File: src/dsa_pkg.sv
// Purpose: Shared constants and carrier types for the data space access unit
// Assumes: 16-bit byte-addressed data space, one core clock
// Notes: Region bounds and the X/Y split are fixed at build time
package dsa_pkg;

	localparam int ADDR_W = 16;
	localparam int DATA_W = 16;

	// Post-modify steps
	localparam logic [15:0] BYTE_STEP = 16'h0001;
	localparam logic [15:0] WORD_STEP = 16'h0002;

	// Region bounds
	localparam logic [15:0] SFR_TOP = 16'h0fff;
	localparam logic [15:0] NEAR_TOP = 16'h1fff;
	localparam int NEAR_FIELD_W = 13;
	localparam logic [15:0] IMPL_TOP = 16'hdfff;
	// Start of Y space; fixed, software has no way to move it
	localparam logic [15:0] Y_BASE = 16'h8000;

	// Byte lane enables
	localparam logic [1:0] LANE_LOW = 2'h1;
	localparam logic [1:0] LANE_HIGH = 2'h2;
	localparam logic [1:0] LANE_BOTH = 2'h3;

	// Set to 0 for variants without the signal processing engine
	localparam bit HAS_DSP = 1'b1;

	typedef enum logic [1:0] {
		MODE_DIR16,
		MODE_DIR13,
		MODE_IND,
		MODE_IND_POSTINC
	} dsa_mode_type;

	typedef enum logic [2:0] {
		WOP_NONE,
		WOP_BYTE_LOAD,
		WOP_WORD_LOAD,
		WOP_SIGN_EXT,
		WOP_ZERO_EXT
	} dsa_wop_type;

	typedef struct packed {
		logic valid;
		logic write;
		logic byte_op;
		dsa_mode_type mode;
		logic [15:0] ptr;
		logic [15:0] dir;
		logic [15:0] wdata;
		logic mac;
		logic [15:0] yptr;
		logic y_postinc;
	} dsa_req_type;

	typedef struct packed {
		logic mod_en;
		logic [15:0] mod_start;
		logic [15:0] mod_end;
		logic bitrev_en;
		logic [15:0] bitrev_step;
	} dsa_mod_type;

	typedef struct packed {
		logic en;
		logic [15:0] addr;
		logic [1:0] be;
		logic [15:0] data;
	} dsa_wbus_type;

	typedef struct packed {
		logic valid;
		logic [15:0] rdata;
		logic [15:0] ydata;
		logic [15:0] next_ptr;
		logic [15:0] next_yptr;
	} dsa_rsp_type;

endpackage : dsa_pkg

File: src/dsa_access_unit.sv
// Purpose: Load/store access logic for the 16-bit byte-addressed data space
// Assumes: Memory and special register read data arrive in the request cycle
// Notes: Results and trap indication are registered one cycle after the request
//
// What this block does
// Post-increment steps pointer by one for bytes, two for words.
// Byte read fetches whole word, picks byte by address bit 0, returns low.
// Byte write enables only the lane matching the byte address.
// Word access to an odd address raises an address error trap.
// Misaligned read still completes, then the trap is taken.
// Misaligned write executes but its memory write is suppressed.
// Byte load into a working register changes only its low byte.
// Sign extension copies bit 7 into the high byte.
// Zero extension clears the high byte.
// Addresses up to the first four kilobytes decode as special registers.
// Unused special register addresses read as zero.
// Thirteen-bit direct field reaches the eight-kilobyte near region.
// Sixteen-bit direct or indirect addressing reaches the whole space.
// Two generators with separate paths fetch two words in one cycle.
// X has separate read and write buses; X read serves combined reads.
// Multiply-accumulate ops read a Y operand alongside the X read.
// Modulo in X and Y, bit-reverse only on X writes, none without DSP.
// Every write decodes against the unified X plus Y range.
// The X/Y split is a fixed constant.
// Effective addresses are 16 bits and address bytes.
// Low byte at even address, high byte at odd address.
// Access beyond implemented memory returns zero.
// Alignment fault gives a one-cycle error pulse with the faulting address.
`timescale 1ns/10ps
module dsa_access_unit import dsa_pkg::*; (
	input wire logic ref_clk_in,
	input wire logic resetn_in,
	input wire dsa_req_type req_in,
	input wire dsa_mod_type xmod_in,
	input wire dsa_mod_type ymod_in,
	input wire logic [15:0] xr_data_in,
	input wire logic [15:0] yr_data_in,
	input wire logic [15:0] sfr_rd_data_in,
	input wire logic sfr_hit_in,
	input wire dsa_wop_type wop_in,
	input wire logic [15:0] wreg_in,
	output logic xr_en_out,
	output logic [15:0] xr_addr_out,
	output logic yr_en_out,
	output logic [15:0] yr_addr_out,
	output logic sfr_sel_out,
	output logic near_out,
	output dsa_wbus_type xw_out,
	output dsa_rsp_type rsp_out,
	output logic [15:0] wreg_out,
	output logic wreg_valid_out,
	output logic trap_out,
	output logic [15:0] fault_addr_out
);

	////////////////////////////////////////////////////////////////////////////////
	// Address generators

	logic [15:0] g_ptr [2];
	logic g_byte [2];
	logic g_post [2];
	logic g_brev [2];
	dsa_mod_type g_mod [2];
	logic [15:0] g_ea [2];
	logic [15:0] g_next [2];

	always_comb begin
		g_ptr[0] = req_in.ptr;
		g_byte[0] = req_in.byte_op;
		g_post[0] = (req_in.mode == MODE_IND_POSTINC);
		g_brev[0] = req_in.write;
		g_mod[0] = xmod_in;
		g_ptr[1] = req_in.yptr;
		g_byte[1] = 1'b0;
		g_post[1] = req_in.y_postinc;
		g_brev[1] = 1'b0;
		g_mod[1] = ymod_in;
	end

	// Index 0 is X, index 1 is Y; only X may step bit-reversed
	for (genvar gi = 0; gi < 2; gi++) begin : g_agen
		dsa_addr_gen #(
			.BITREV_OK(gi == 0)
		) u_gen (
			.ptr_in(g_ptr[gi]),
			.byte_op_in(g_byte[gi]),
			.postinc_in(g_post[gi]),
			.bitrev_req_in(g_brev[gi]),
			.mod_in(g_mod[gi]),
			.ea_out(g_ea[gi]),
			.next_ptr_out(g_next[gi])
		);
	end

	////////////////////////////////////////////////////////////////////////////////
	// Decode

	logic [15:0] ea;
	logic [15:0] word_addr;
	logic misalign;
	logic in_impl;
	logic in_sfr;
	logic y_in_range;

	always_comb begin
		case (req_in.mode)
			MODE_DIR16: begin
				ea = req_in.dir;
			end
			MODE_DIR13: begin
				ea = {3'h0, req_in.dir[NEAR_FIELD_W-1:0]};
			end
			default: begin
				ea = g_ea[0];
			end
		endcase
		word_addr = {ea[15:1], 1'b0};
		misalign = req_in.valid && !req_in.byte_op && ea[0];
		in_impl = (ea <= IMPL_TOP);
		in_sfr = (ea <= SFR_TOP);
		y_in_range = (g_ea[1] >= Y_BASE) && (g_ea[1] <= IMPL_TOP);
	end

	////////////////////////////////////////////////////////////////////////////////
	// Bus drive

	always_comb begin
		near_out = (ea <= NEAR_TOP);
		sfr_sel_out = req_in.valid && in_sfr;
		// Combined-space reads outside the special register region go over the X read bus
		xr_en_out = req_in.valid && !req_in.write && in_impl && !in_sfr;
		xr_addr_out = word_addr;
		// Second operand fetched in parallel for the accumulate class
		yr_en_out = HAS_DSP && req_in.valid && req_in.mac && !req_in.write && y_in_range;
		yr_addr_out = {g_ea[1][15:1], 1'b0};
		xw_out.en = req_in.valid && req_in.write && in_impl && !misalign;
		xw_out.addr = word_addr;
		if (req_in.byte_op) begin
			xw_out.be = ea[0] ? LANE_HIGH : LANE_LOW;
			xw_out.data = {req_in.wdata[7:0], req_in.wdata[7:0]};
		end else begin
			xw_out.be = LANE_BOTH;
			xw_out.data = req_in.wdata;
		end
	end

	////////////////////////////////////////////////////////////////////////////////
	// Read data and working register

	logic [15:0] rd_word;
	logic [7:0] rd_byte;
	logic [15:0] rd_data;
	logic [15:0] y_data;
	logic [15:0] wreg_calc;

	always_comb begin
		if (!in_impl) begin
			rd_word = 16'h0000;
		end else if (in_sfr) begin
			rd_word = sfr_hit_in ? sfr_rd_data_in : 16'h0000;
		end else begin
			rd_word = xr_data_in;
		end
		rd_byte = ea[0] ? rd_word[15:8] : rd_word[7:0];
		rd_data = req_in.byte_op ? {8'h00, rd_byte} : rd_word;
		y_data = yr_en_out ? yr_data_in : 16'h0000;
		case (wop_in)
			WOP_BYTE_LOAD: begin
				wreg_calc = {wreg_in[15:8], rd_byte};
			end
			WOP_WORD_LOAD: begin
				wreg_calc = rd_word;
			end
			WOP_SIGN_EXT: begin
				wreg_calc = {{8{wreg_in[7]}}, wreg_in[7:0]};
			end
			WOP_ZERO_EXT: begin
				wreg_calc = {8'h00, wreg_in[7:0]};
			end
			default: begin
				wreg_calc = wreg_in;
			end
		endcase
	end

	////////////////////////////////////////////////////////////////////////////////
	// Registered results

	dsa_rsp_type rsp_d;
	dsa_rsp_type rsp_q;
	logic trap_d;
	logic trap_q;
	logic [15:0] fault_d;
	logic [15:0] fault_q;
	logic [15:0] wreg_d;
	logic [15:0] wreg_q;
	logic wreg_valid_d;
	logic wreg_valid_q;

	always_comb begin
		// A faulting read still returns its data; the trap is registered in the same cycle as the data
		rsp_d.valid = req_in.valid && !req_in.write;
		rsp_d.rdata = rd_data;
		rsp_d.ydata = y_data;
		rsp_d.next_ptr = g_next[0];
		rsp_d.next_yptr = g_next[1];
		trap_d = misalign;
		fault_d = misalign ? ea : fault_q;
		wreg_valid_d = (wop_in != WOP_NONE);
		wreg_d = wreg_valid_d ? wreg_calc : wreg_q;
	end

	always_ff @(posedge ref_clk_in or negedge resetn_in) begin
		if (!resetn_in) begin
			rsp_q <= '0;
			trap_q <= 1'b0;
			fault_q <= 16'h0000;
			wreg_q <= 16'h0000;
			wreg_valid_q <= 1'b0;
		end else begin
			rsp_q <= rsp_d;
			trap_q <= trap_d;
			fault_q <= fault_d;
			wreg_q <= wreg_d;
			wreg_valid_q <= wreg_valid_d;
		end
	end

	always_comb begin
		rsp_out = rsp_q;
		trap_out = trap_q;
		fault_addr_out = fault_q;
		wreg_out = wreg_q;
		wreg_valid_out = wreg_valid_q;
	end
endmodule : dsa_access_unit

File: src/dsa_addr_gen.sv
// Purpose: One address generator: effective address and post-modified pointer
// Assumes: Pointer post-increment only; pre-modify done by the pipeline
// Notes: Bit-reversed stepping only where the instance allows it
`timescale 1ns/10ps
module dsa_addr_gen import dsa_pkg::*; #(
	parameter bit BITREV_OK = 1'b0
) (
	input wire logic [15:0] ptr_in,
	input wire logic byte_op_in,
	input wire logic postinc_in,
	input wire logic bitrev_req_in,
	input wire dsa_mod_type mod_in,
	output logic [15:0] ea_out,
	output logic [15:0] next_ptr_out
);

	function automatic logic [15:0] rev16(input logic [15:0] v);
		logic [15:0] r;
		r = 16'h0000;
		for (int i = 0; i < 16; i++) begin
			r[i] = v[15 - i];
		end
		return r;
	endfunction : rev16

	logic [15:0] step;
	logic [15:0] inc;
	logic bitrev_on;

	always_comb begin
		step = byte_op_in ? BYTE_STEP : WORD_STEP;
		inc = ptr_in + step;
		bitrev_on = BITREV_OK && HAS_DSP && mod_in.bitrev_en && bitrev_req_in;
		ea_out = ptr_in;
		next_ptr_out = ptr_in;
		if (postinc_in) begin
			if (bitrev_on) begin
				// Reverse-carry add
				next_ptr_out = rev16(rev16(ptr_in) + rev16(mod_in.bitrev_step));
			end else if (HAS_DSP && mod_in.mod_en && (inc > mod_in.mod_end)) begin
				// Wrap back into the circular buffer
				next_ptr_out = mod_in.mod_start;
			end else begin
				next_ptr_out = inc;
			end
		end
	end

endmodule : dsa_addr_gen

File: config.mk
export PLATFORM = sky130hd
export DESIGN_NAME = dsa_access_unit
export DESIGN_NICKNAME = d
export VERILOG_FILES = /design/src/dsa_pkg.sv /design/src/dsa_access_unit.sv /design/src/dsa_addr_gen.sv
export SDC_FILE = /design/constraint.sdc
export NUM_CORES = 1
export LEC_CHECK = 0
export ABC_AREA = 1
export BUFFER_PORTS_ARGS = -buffer_cell sky130_fd_sc_hd__buf_2
export CORE_AREA = 3 3 156 158
export DETAILED_ROUTE_END_ITERATION = 8
export DIE_AREA = 0 0 159 161
export GPL_ROUTABILITY_DRIVEN = 1
export MAX_ROUTING_LAYER = met4
export PLACE_DENSITY_LB_ADDON = 0.1
export SYNTH_ARGS = -nofsm -noshare
export SYNTH_HDL_FRONTEND = slang
export SYNTH_HIERARCHICAL = 1
export SYNTH_SLANG_ARGS = --single-unit
File: constraint.sdc
create_clock -name ref_clk_in -period 1.36 [get_ports ref_clk_in]
set_input_delay 0.136 -clock ref_clk_in [delete_from_list [all_inputs] [get_ports ref_clk_in]]
set_output_delay 0.136 -clock ref_clk_in [all_outputs]
set_load 0.01 [all_outputs]
Word level (Yosys, flattened, before mapping)

Index checks and enable logic that the tools add are counted.

Add/subtract/negate cells: 3
Eq/ne operators: 6
Mux-type cells: 16
Reduce and logical (&&, ||, !) cells: 22
Magnitude comparators: 7

Operators by type and width:

| operator                                                                | number |
|---|---|
| 16-bit two-way mux                                                      | 10 |
| 16-bit one-hot mux with 4 select lines                                  | 1 |
| 16-bit adder                                                            | 2 |
| 16-bit > comparator                                                     | 2 |
| 16-bit <= comparator, second input constant                             | 2 |
| 16-bit one-hot mux with 2 select lines                                  | 1 |
| 18-bit two-way mux                                                      | 1 |
| 16-bit by 2-bit adder with 16-bit output, second input constant         | 1 |
| 16-bit >= comparator, second input constant                             | 1 |
| 16-bit by 12-bit <= comparator with 1-bit output, second input constant | 1 |
| 16-bit by 13-bit <= comparator with 1-bit output, second input constant | 1 |
| 1-bit logical AND                                                       | 16 |
| 8-bit two-way mux                                                       | 1 |
| 3-bit by 2-bit == test with 1-bit output, second input constant         | 2 |
| 1-bit logical NOT                                                       | 4 |
| 2-bit two-way mux                                                       | 2 |
| 3-bit by 1-bit == test with 1-bit output, second input constant         | 1 |
| 3-bit == test, second input constant                                    | 1 |
| 3-bit nonzero test                                                      | 1 |
| 2-bit by 1-bit == test with 1-bit output, second input constant         | 1 |
| 2-bit == test, second input constant                                    | 1 |
| 2-bit logical NOT                                                       | 1 |

Register bits: 99
Input bits: 241

Depth between registers and ports, before layout

Gate-level depths: netlist (run 1).

Depth after elaboration: 7
Mapped depth: 23
Gate-level depth less buffers: 23

Cells and area by module

The synthesis (run 1) kept the hierarchy.

Modules (own cells, without submodules):

| module                          | seq. area each (um^2) | cells an instance | times used | area each (um^2) |
|---|---|---|---|---|
| dsa_access_unit                 | 2477.4                | 524               | 1          | 4723.3 |
| dsa_addr_gen at g_agen[0].u_gen | 0.0                   | 463               | 1          | 2494.9 |
| dsa_addr_gen at g_agen[1].u_gen | 0.0                   | 277               | 1          | 1530.2 |

Least setup slack after synthesis (run 1)

No wires, ideal clock.

Path kind: input port to flip-flop
From: input port req_in[50] (netlist bit)
To: register rsp_q, in the netlist rsp_out[29]
Arrival: 2.603 ns
Path slack: -1.365 ns
Stages: 21
Buffers on the path: 2
Path through: ha_1 -> inv_1 -> fa_1 -> inv_1 -> nand4_1 -> nor2_1 -> inv_1 -> nor2_1 -> xor2_1 -> inv_1 -> ha_1 -> nand2_1 -> nor2_1 -> nand2_1 -> o21a_1 -> buf_6 -> nand2_4 -> buf_6 -> nand2_1 -> nand3_1 -> a21oi_1

RTL lines:

| what                 | RTL line               | RTL |
|---|---|---|
| start, declared      | dsa_access_unit.sv:33  | `input wire dsa_req_type req_in,` |
| end signal, assigned | dsa_access_unit.sv:221 | `rsp_q <= rsp_d;` |
| end, declared        | dsa_access_unit.sv:190 | `dsa_rsp_type rsp_q;` |

==> results.json, run 1 <==
{
  "crit_chain": "buf_8 > ha_4 > inv_2 > fa_2 > inv_2 > nand4_1 > nor2_2 > buf_4 > nand4_1 > nand2_1 > inv_1 > ha_1 > nand2_1 > nor2_2 > nand2_1 > inv_1 > nand2_2 > nand2_8 > buf_12 > nand2_8 > nand2_4 > nand3_2 > nand2_2 > nand2_1",
  "max_cap_viol_count": 0,
  "insertion_delay_ns": 0.35,
  "rows": 56,
  "die_x_um": 159,
  "h-tree-depth": 3,
  "grt_pass1_vias": 9910,
  "numCtsBuffers": 9,
  "grt_pass1_wl_um": 54530,
  "core_area_um2": 23260,
  "finalCritPeriodShare_pct": 184.0,
  "hold_path_startpoint": "req_in[69]",
  "path_buf_inv": 7,
  "critPathKind": "in2reg",
  "cts_tree": "built",
  "crit_arrival_ns": 2.75,
  "layout-drive-gt1-share_pct": 47.57,
  "max_stage_delay_ns": 0.33,
  "routabilityCongestion": 0.9367,
  "antenna_found_initial": 1,
  "finClkSkew_ns": 0,
  "cts.clk_slew.worst_paths_ns": 0.08,
  "tns_ns": -30.97,
  "fin_ws_ns": -1.143,
  "area_growth_pct": 56.20,
  "dp_hpwl_um": 28760,
  "reg2reg_to": "wreg_out[4]$_DFFE_PN0P_",
  "hold_viol": 0,
  "reg2regPathDepth": 3,
  "critPathMaxFanout": 8,
  "path_common_cell": "nand2_1",
  "cts_root_buf": "clkbuf_16",
  "r2r_setup_slack_ns": 0.46,
  "nFillCells": 2331,
  "die_area_um2": 25600,
  "numClockSinks": 99,
  "drc": 0,
  "violations": "negative setup slack",
  "setup_viol": 32,
  "end_kind": "flop",
  "cp.required_ns": 1.61,
  "worstReg2RegStart": "wreg_out[4]$_DFFE_PN0P_",
  "die_h_um": 161,
  "placed_area_um2": 11920,
  "start_kind": "input port",
  "grt_use_met1_pct": 34.76,
  "yosys_warnings": 6,
  "via_per_inst": 4.770,
  "p_leak_nw": 7.820,
  "slew_headroom_pct": 60.47,
  "grt.overflow.total": 0,
  "fin_area_um2": 13650,
  "powerDensity_nw_per_um2": 771.6,
  "vias": 10070,
  "cts_max_path_buffers": 2,
  "top_usage_layer": "met2",
  "hold_depth": 2,
  "ios": 411,
  "grt_use_met3_pct": 3.437,
  "ant_nets": 0,
  "worstMarginPinSlew_ns": 0.5908,
  "drt-total-wl_um": 36480,
  "use_met2_pct": 47.54,
  "synthCells": 1263,
  "finalCriticalPeriod_ns": 2.503,
  "num-nets-final": 2081,
  "syn_avg_cell_area_um2": 6.921,
  "drt_iter0_drc": 469,
  "worst_hold_path.endpoint": "rsp_out[64]$_DFF_PN0_",
  "routedWlPerCell_um": 17.28,
  "status": "finished, violations left",
  "syn-cell-area_um2": 8741,
  "ir_drop_v": 0.0004970,
  "initial_core_util_pct": 37.58,
  "crit_slowest_cell": "fa_2",
  "postLayoutCoreUtil_pct": 58.69,
  "crit_family": "simple AND/OR/NAND/NOR gates",
  "firstDrtPassIters": 5,
  "fmax_ghz": 0.3996,
  "grt_use_total_pct": 27.89,
  "io_buffers": 390,
  "grt_max_degree": 28,
  "rsz0062_at_grt": "yes",
  "drv_slew": 0,
  "hold_path.class": "in2reg"
}
-- worst max-delay path by stage --
stage | startpoint | end | slack, ns | cells past startpoint
3_5_place_dp | req_in[68] | rsp_out[16]$_DFF_PN0_ | -1.62 | 24
4_1_cts | req_in[68] | rsp_out[29]$_DFF_PN0_ | -1.09 | 20
3_3_place_gp | req_in[68] | rsp_out[17]$_DFF_PN0_ | -1.61 | 24
5_1_grt | req_in[68] | rsp_out[25]$_DFF_PN0_ | -1.38 | 23
6_report | req_in[68] | rsp_out[31]$_DFF_PN0_ | -1.14 | 24
2_1_floorplan | req_in[50] | rsp_out[29]$_DFF_PN0_ | -1.27 | 21
-- timing repair --
item                                   in CTS  in global routing
gates cloned                                4                  2
resized for setup                          99                112
endpoints found under the hold margin      39                  0
setup buffers                               9                 15
pin swaps                                  74                106
setup endpoints to repair                  36                 61
hold buffers                               17                  0
-- state kept, by name (all words and copies together), names as in the netlist --
signal          flops
fault_addr_out     16
rsp_out            65
trap_out            1
wreg_out           16
wreg_valid_out      1
-- layout by cell type (no fill, tap or decap), types with 6 or more instances in the layout --
cell type      instances
clkbuf_16             11
nand4_1               45
buf_8                  7
buf_2                383
buf_12                15
nor2_4                 8
buf_6                 14
a21oi_1               35
buf_4                177
xor2_1                 7
or2_2                 19
conb_1                 6
dlygate4sd3_1         17
nand3_4               14
nor2_2                 6
a21oi_2               11
nand2_8                7
dfrtp_1               99
nand2_4               20
inv_1                208
nand2_1              267
ha_1                  42
nand2_2               46
o21ai_0               21
nor2_1                70
ha_4                   8
nand3_2               38
nand3b_1              13
mux2_2                17
nand3_1               87
inv_2                 14
-- metal layers --
layer  share of wire, %  up-vias  wire (um)
met5                  0        -          0
met4                2.5        0        926
met2                 49      372      17990
met1                 43     4680      15630
li1                   -     4959          -
met3                5.3       59       1932
-- report_power, final --
group          switching [mW]  leakage (nW)  total [mW]  internal [mW]
combinational            2.49          6.46        4.50           2.01
sequential              0.148          1.21        3.39           3.24
clock                    1.31         0.142        2.65           1.33
-- metrics by stage --
stage | instances | power (mW) | setup slack, ns | hold slack, ns
2_1_floorplan | 1268 | 5.491 | -1.267 | -0.1596
3_3_place_gp | 2049 | 7.335 | -1.611 | 0.1129
3_5_place_dp | 2049 | 7.351 | -1.617 | 0.1157
4_1_cts | 2094 | 10.29 | -1.091 | 0.04227
5_1_grt | 2111 | 11.18 | -1.379 | 0.07139
6_report | 2111 | 10.53 | -1.143 | 0.05573
-- cell type report --
type	instances	area (um2)	area share, %
clock buffer	10	239.0	1.750
timing repair buffer	616	4061	29.75
sequential	99	2477	18.15
tap	319	399.1	2.923
multi-input combinational	837	5570	40.80
inverter	223	844.6	6.186
clock inverter	6	58.81	0.4307
antenna	1	2.502	0.01833
Power figures use the tool's default switching activity.
==> run 2: changes to the inputs <==
--- a/config.mk
+++ b/config.mk
@@ -12,7 +12,7 @@
 export DIE_AREA = 0 0 159 161
 export GPL_ROUTABILITY_DRIVEN = 1
 export MAX_ROUTING_LAYER = met4
-export PLACE_DENSITY_LB_ADDON = 0.1
+export PLACE_DENSITY = 0.71
 export SYNTH_ARGS = -nofsm -noshare
 export SYNTH_HDL_FRONTEND = slang
 export SYNTH_HIERARCHICAL = 1
==> run 2 against run 1 <==
  * The flow still finishes with violations (negative setup slack)
  * Sequential cell count is the same
  * Core utilization shrank 0.18 points
  * Clock skew did not move
  * Clock-buffer cell count down 1
  * Worst setup slack worse by 0.023 ns
  * Global-route usage fell by 0.15 points
  * Non-clock buffer count increased by 15
  * Design area decreased by 0.30%
  * Clock power is 5% higher
  * Largest cell class unchanged
  * Highest routed layer unchanged
==> results.json, run 2 (same netlist as run 1, synthesis figures left out) <==
{
  "grt_use_total_pct": 27.75,
  "finClkSkew_ns": 0,
  "io_buffers": 390,
  "routed.top_layer": "met4",
  "fmax_ghz": 0.3960,
  "grt_pass1_wl_um": 54990,
  "violations": "negative setup slack",
  "wl_met3_um": 2583,
  "finalCriticalPeriod_ns": 2.525,
  "ant_nets": 0,
  "cts_tree": "built",
  "vias": 10415,
  "nFillCells": 2093,
  "cp.required_ns": 1.64,
  "rsz0062_at_grt": "yes",
  "drt_iter0_drc": 691,
  "grt.overflow.total": 0,
  "met1_length_um": 15200,
  "hold_ws_ns": 0.03272,
  "die_area_um2": 25600,
  "die_x_um": 159,
  "finalCritPeriodShare_pct": 185.7,
  "end_kind": "flop",
  "ios": 411,
  "num-nets-final": 2097,
  "powerDensity_nw_per_um2": 779.1,
  "routabilityCongestion": 1.036,
  "core_area_um2": 23260,
  "die_h_um": 161,
  "hold_viol": 0,
  "drc": 0,
  "cts_root_buf": "clkbuf_16",
  "dp_hpwl_um": 27780,
  "numCtsBuffers": 9,
  "largest_reg_flops": 65,
  "critPathKind": "in2reg",
  "insertion_delay_ns": 0.35,
  "cts_max_path_buffers": 2,
  "layout_commonest_cell": "buf_2",
  "setup_viol": 32,
  "cts.clk_slew.worst_paths_ns": 0.08,
  "grt_max_degree": 53,
  "antenna_found_initial": 4,
  "ir_drop_v": 0.0004959,
  "start_kind": "input port",
  "drv_slew": 0,
  "p_leak_nw": 7.918,
  "hold_path.class": "in2reg",
  "drt-total-wl_um": 36830,
  "routedWlPerCell_um": 17.29,
  "initial_core_util_pct": 37.58,
  "area_growth_pct": 55.73,
  "place_ws_ns": -1.601,
  "numClockSinks": 99,
  "h-tree-depth": 3,
  "fin_ws_ns": -1.165,
  "layout_common_cells": "buf_2 (381), nand2_1 (274), inv_1 (213)",
  "grt_pass1_vias": 10376,
  "rows": 56,
  "crit_arrival_ns": 2.80,
  "total_power_mw": 10.60,
  "firstDrtPassIters": 5,
  "wl_met2_um": 17700,
  "max_cap_viol_count": 0,
  "via_per_inst": 4.890,
  "status": "finished, violations left",
  "critPathMaxFanout": 6,
  "layout-drive-gt1-share_pct": 46.60
}
run 2: final timing paths:
check | from | endpoint | slack, ns | cells after the start
min | req_in[1] | rsp_out[0]$_DFF_PN0_ | 0.03 | 3
min in group asynchronous | resetn_in | wreg_out[5]$_DFFE_PN0P_ | 0.17 | 2
min reg2reg | fault_addr_out[8]$_DFFE_PN0P_ | fault_addr_out[8]$_DFFE_PN0P_ | 0.47 | 2
max | req_in[68] | rsp_out[27]$_DFF_PN0_ | -1.17 | 20
max in group asynchronous | resetn_in | rsp_out[1]$_DFF_PN0_ | 0.65 | 3
max reg2reg | wreg_out[7]$_DFFE_PN0P_ | wreg_out[7]$_DFFE_PN0P_ | 0.46 | 3
run 2: stage by stage:
stage / TNS, ns / utilization (%) / std cells / area, um2
floorplan: -35.12 / - / 1268 / 8850
global placement: -54.50 / 51.00 / 2038 / 11860
global route: -37.83 / 58.51 / 2130 / 13610
finish: -33.87 / 58.51 / 2130 / 13610
detailed placement: -56.16 / 51.00 / 2038 / 11860
CTS: -29.44 / 56.73 / 2114 / 13200
run 2: critical path, stage by stage:
cell and delay [ns]:
buf_8 0.08, ha_4 0.13, inv_2 0.04, fa_2 0.36
inv_2 0.07, nand4_1 0.11, nor2_2 0.14, inv_1 0.06
nor2_1 0.13, xor2_1 0.19, inv_1 0.10, ha_4 0.27
nand2_2 0.04, nor2_1 0.11, nand2_1 0.10, o21a_4 0.27
buf_6 0.15, nand3b_1 0.08, nand3_1 0.09, a21oi_2 0.14
run 2: report_power, final:
part	leakage, nW	internal [mW]	switching (mW)
sequential	1.21	3.24	0.120
clock	0.152	1.33	1.45
combinational	6.55	2.00	2.46
run 2: layout make-up:
type,instances,area [um2],share of cell area (%)
Antenna cell,4,10.01,0.07354
Clock buffer,9,225.2,1.655
Clock inverter,7,91.34,0.6710
Inverter,223,844.6,6.205
Multi-Input combinational cell,838,5389,39.59
Sequential cell,99,2477,18.20
Tap cell,319,399.1,2.932
Timing Repair Buffer,631,4175,30.67
run 2: repair_timing:
action	CTS	global route
pin swaps	73	63
cloned	6	2
hold buffers	17	0
buffers inserted	39	11
hold endpoints to repair	115	0
setup endpoints to repair	36	49
resized for setup	95	72
run 2: metal layers:
metal,GRT usage (%),vias up
met3,5.104,96
met5,-,-
li1,-,4996
met2,45.69,514
met4,10.07,0
met1,34.32,4809
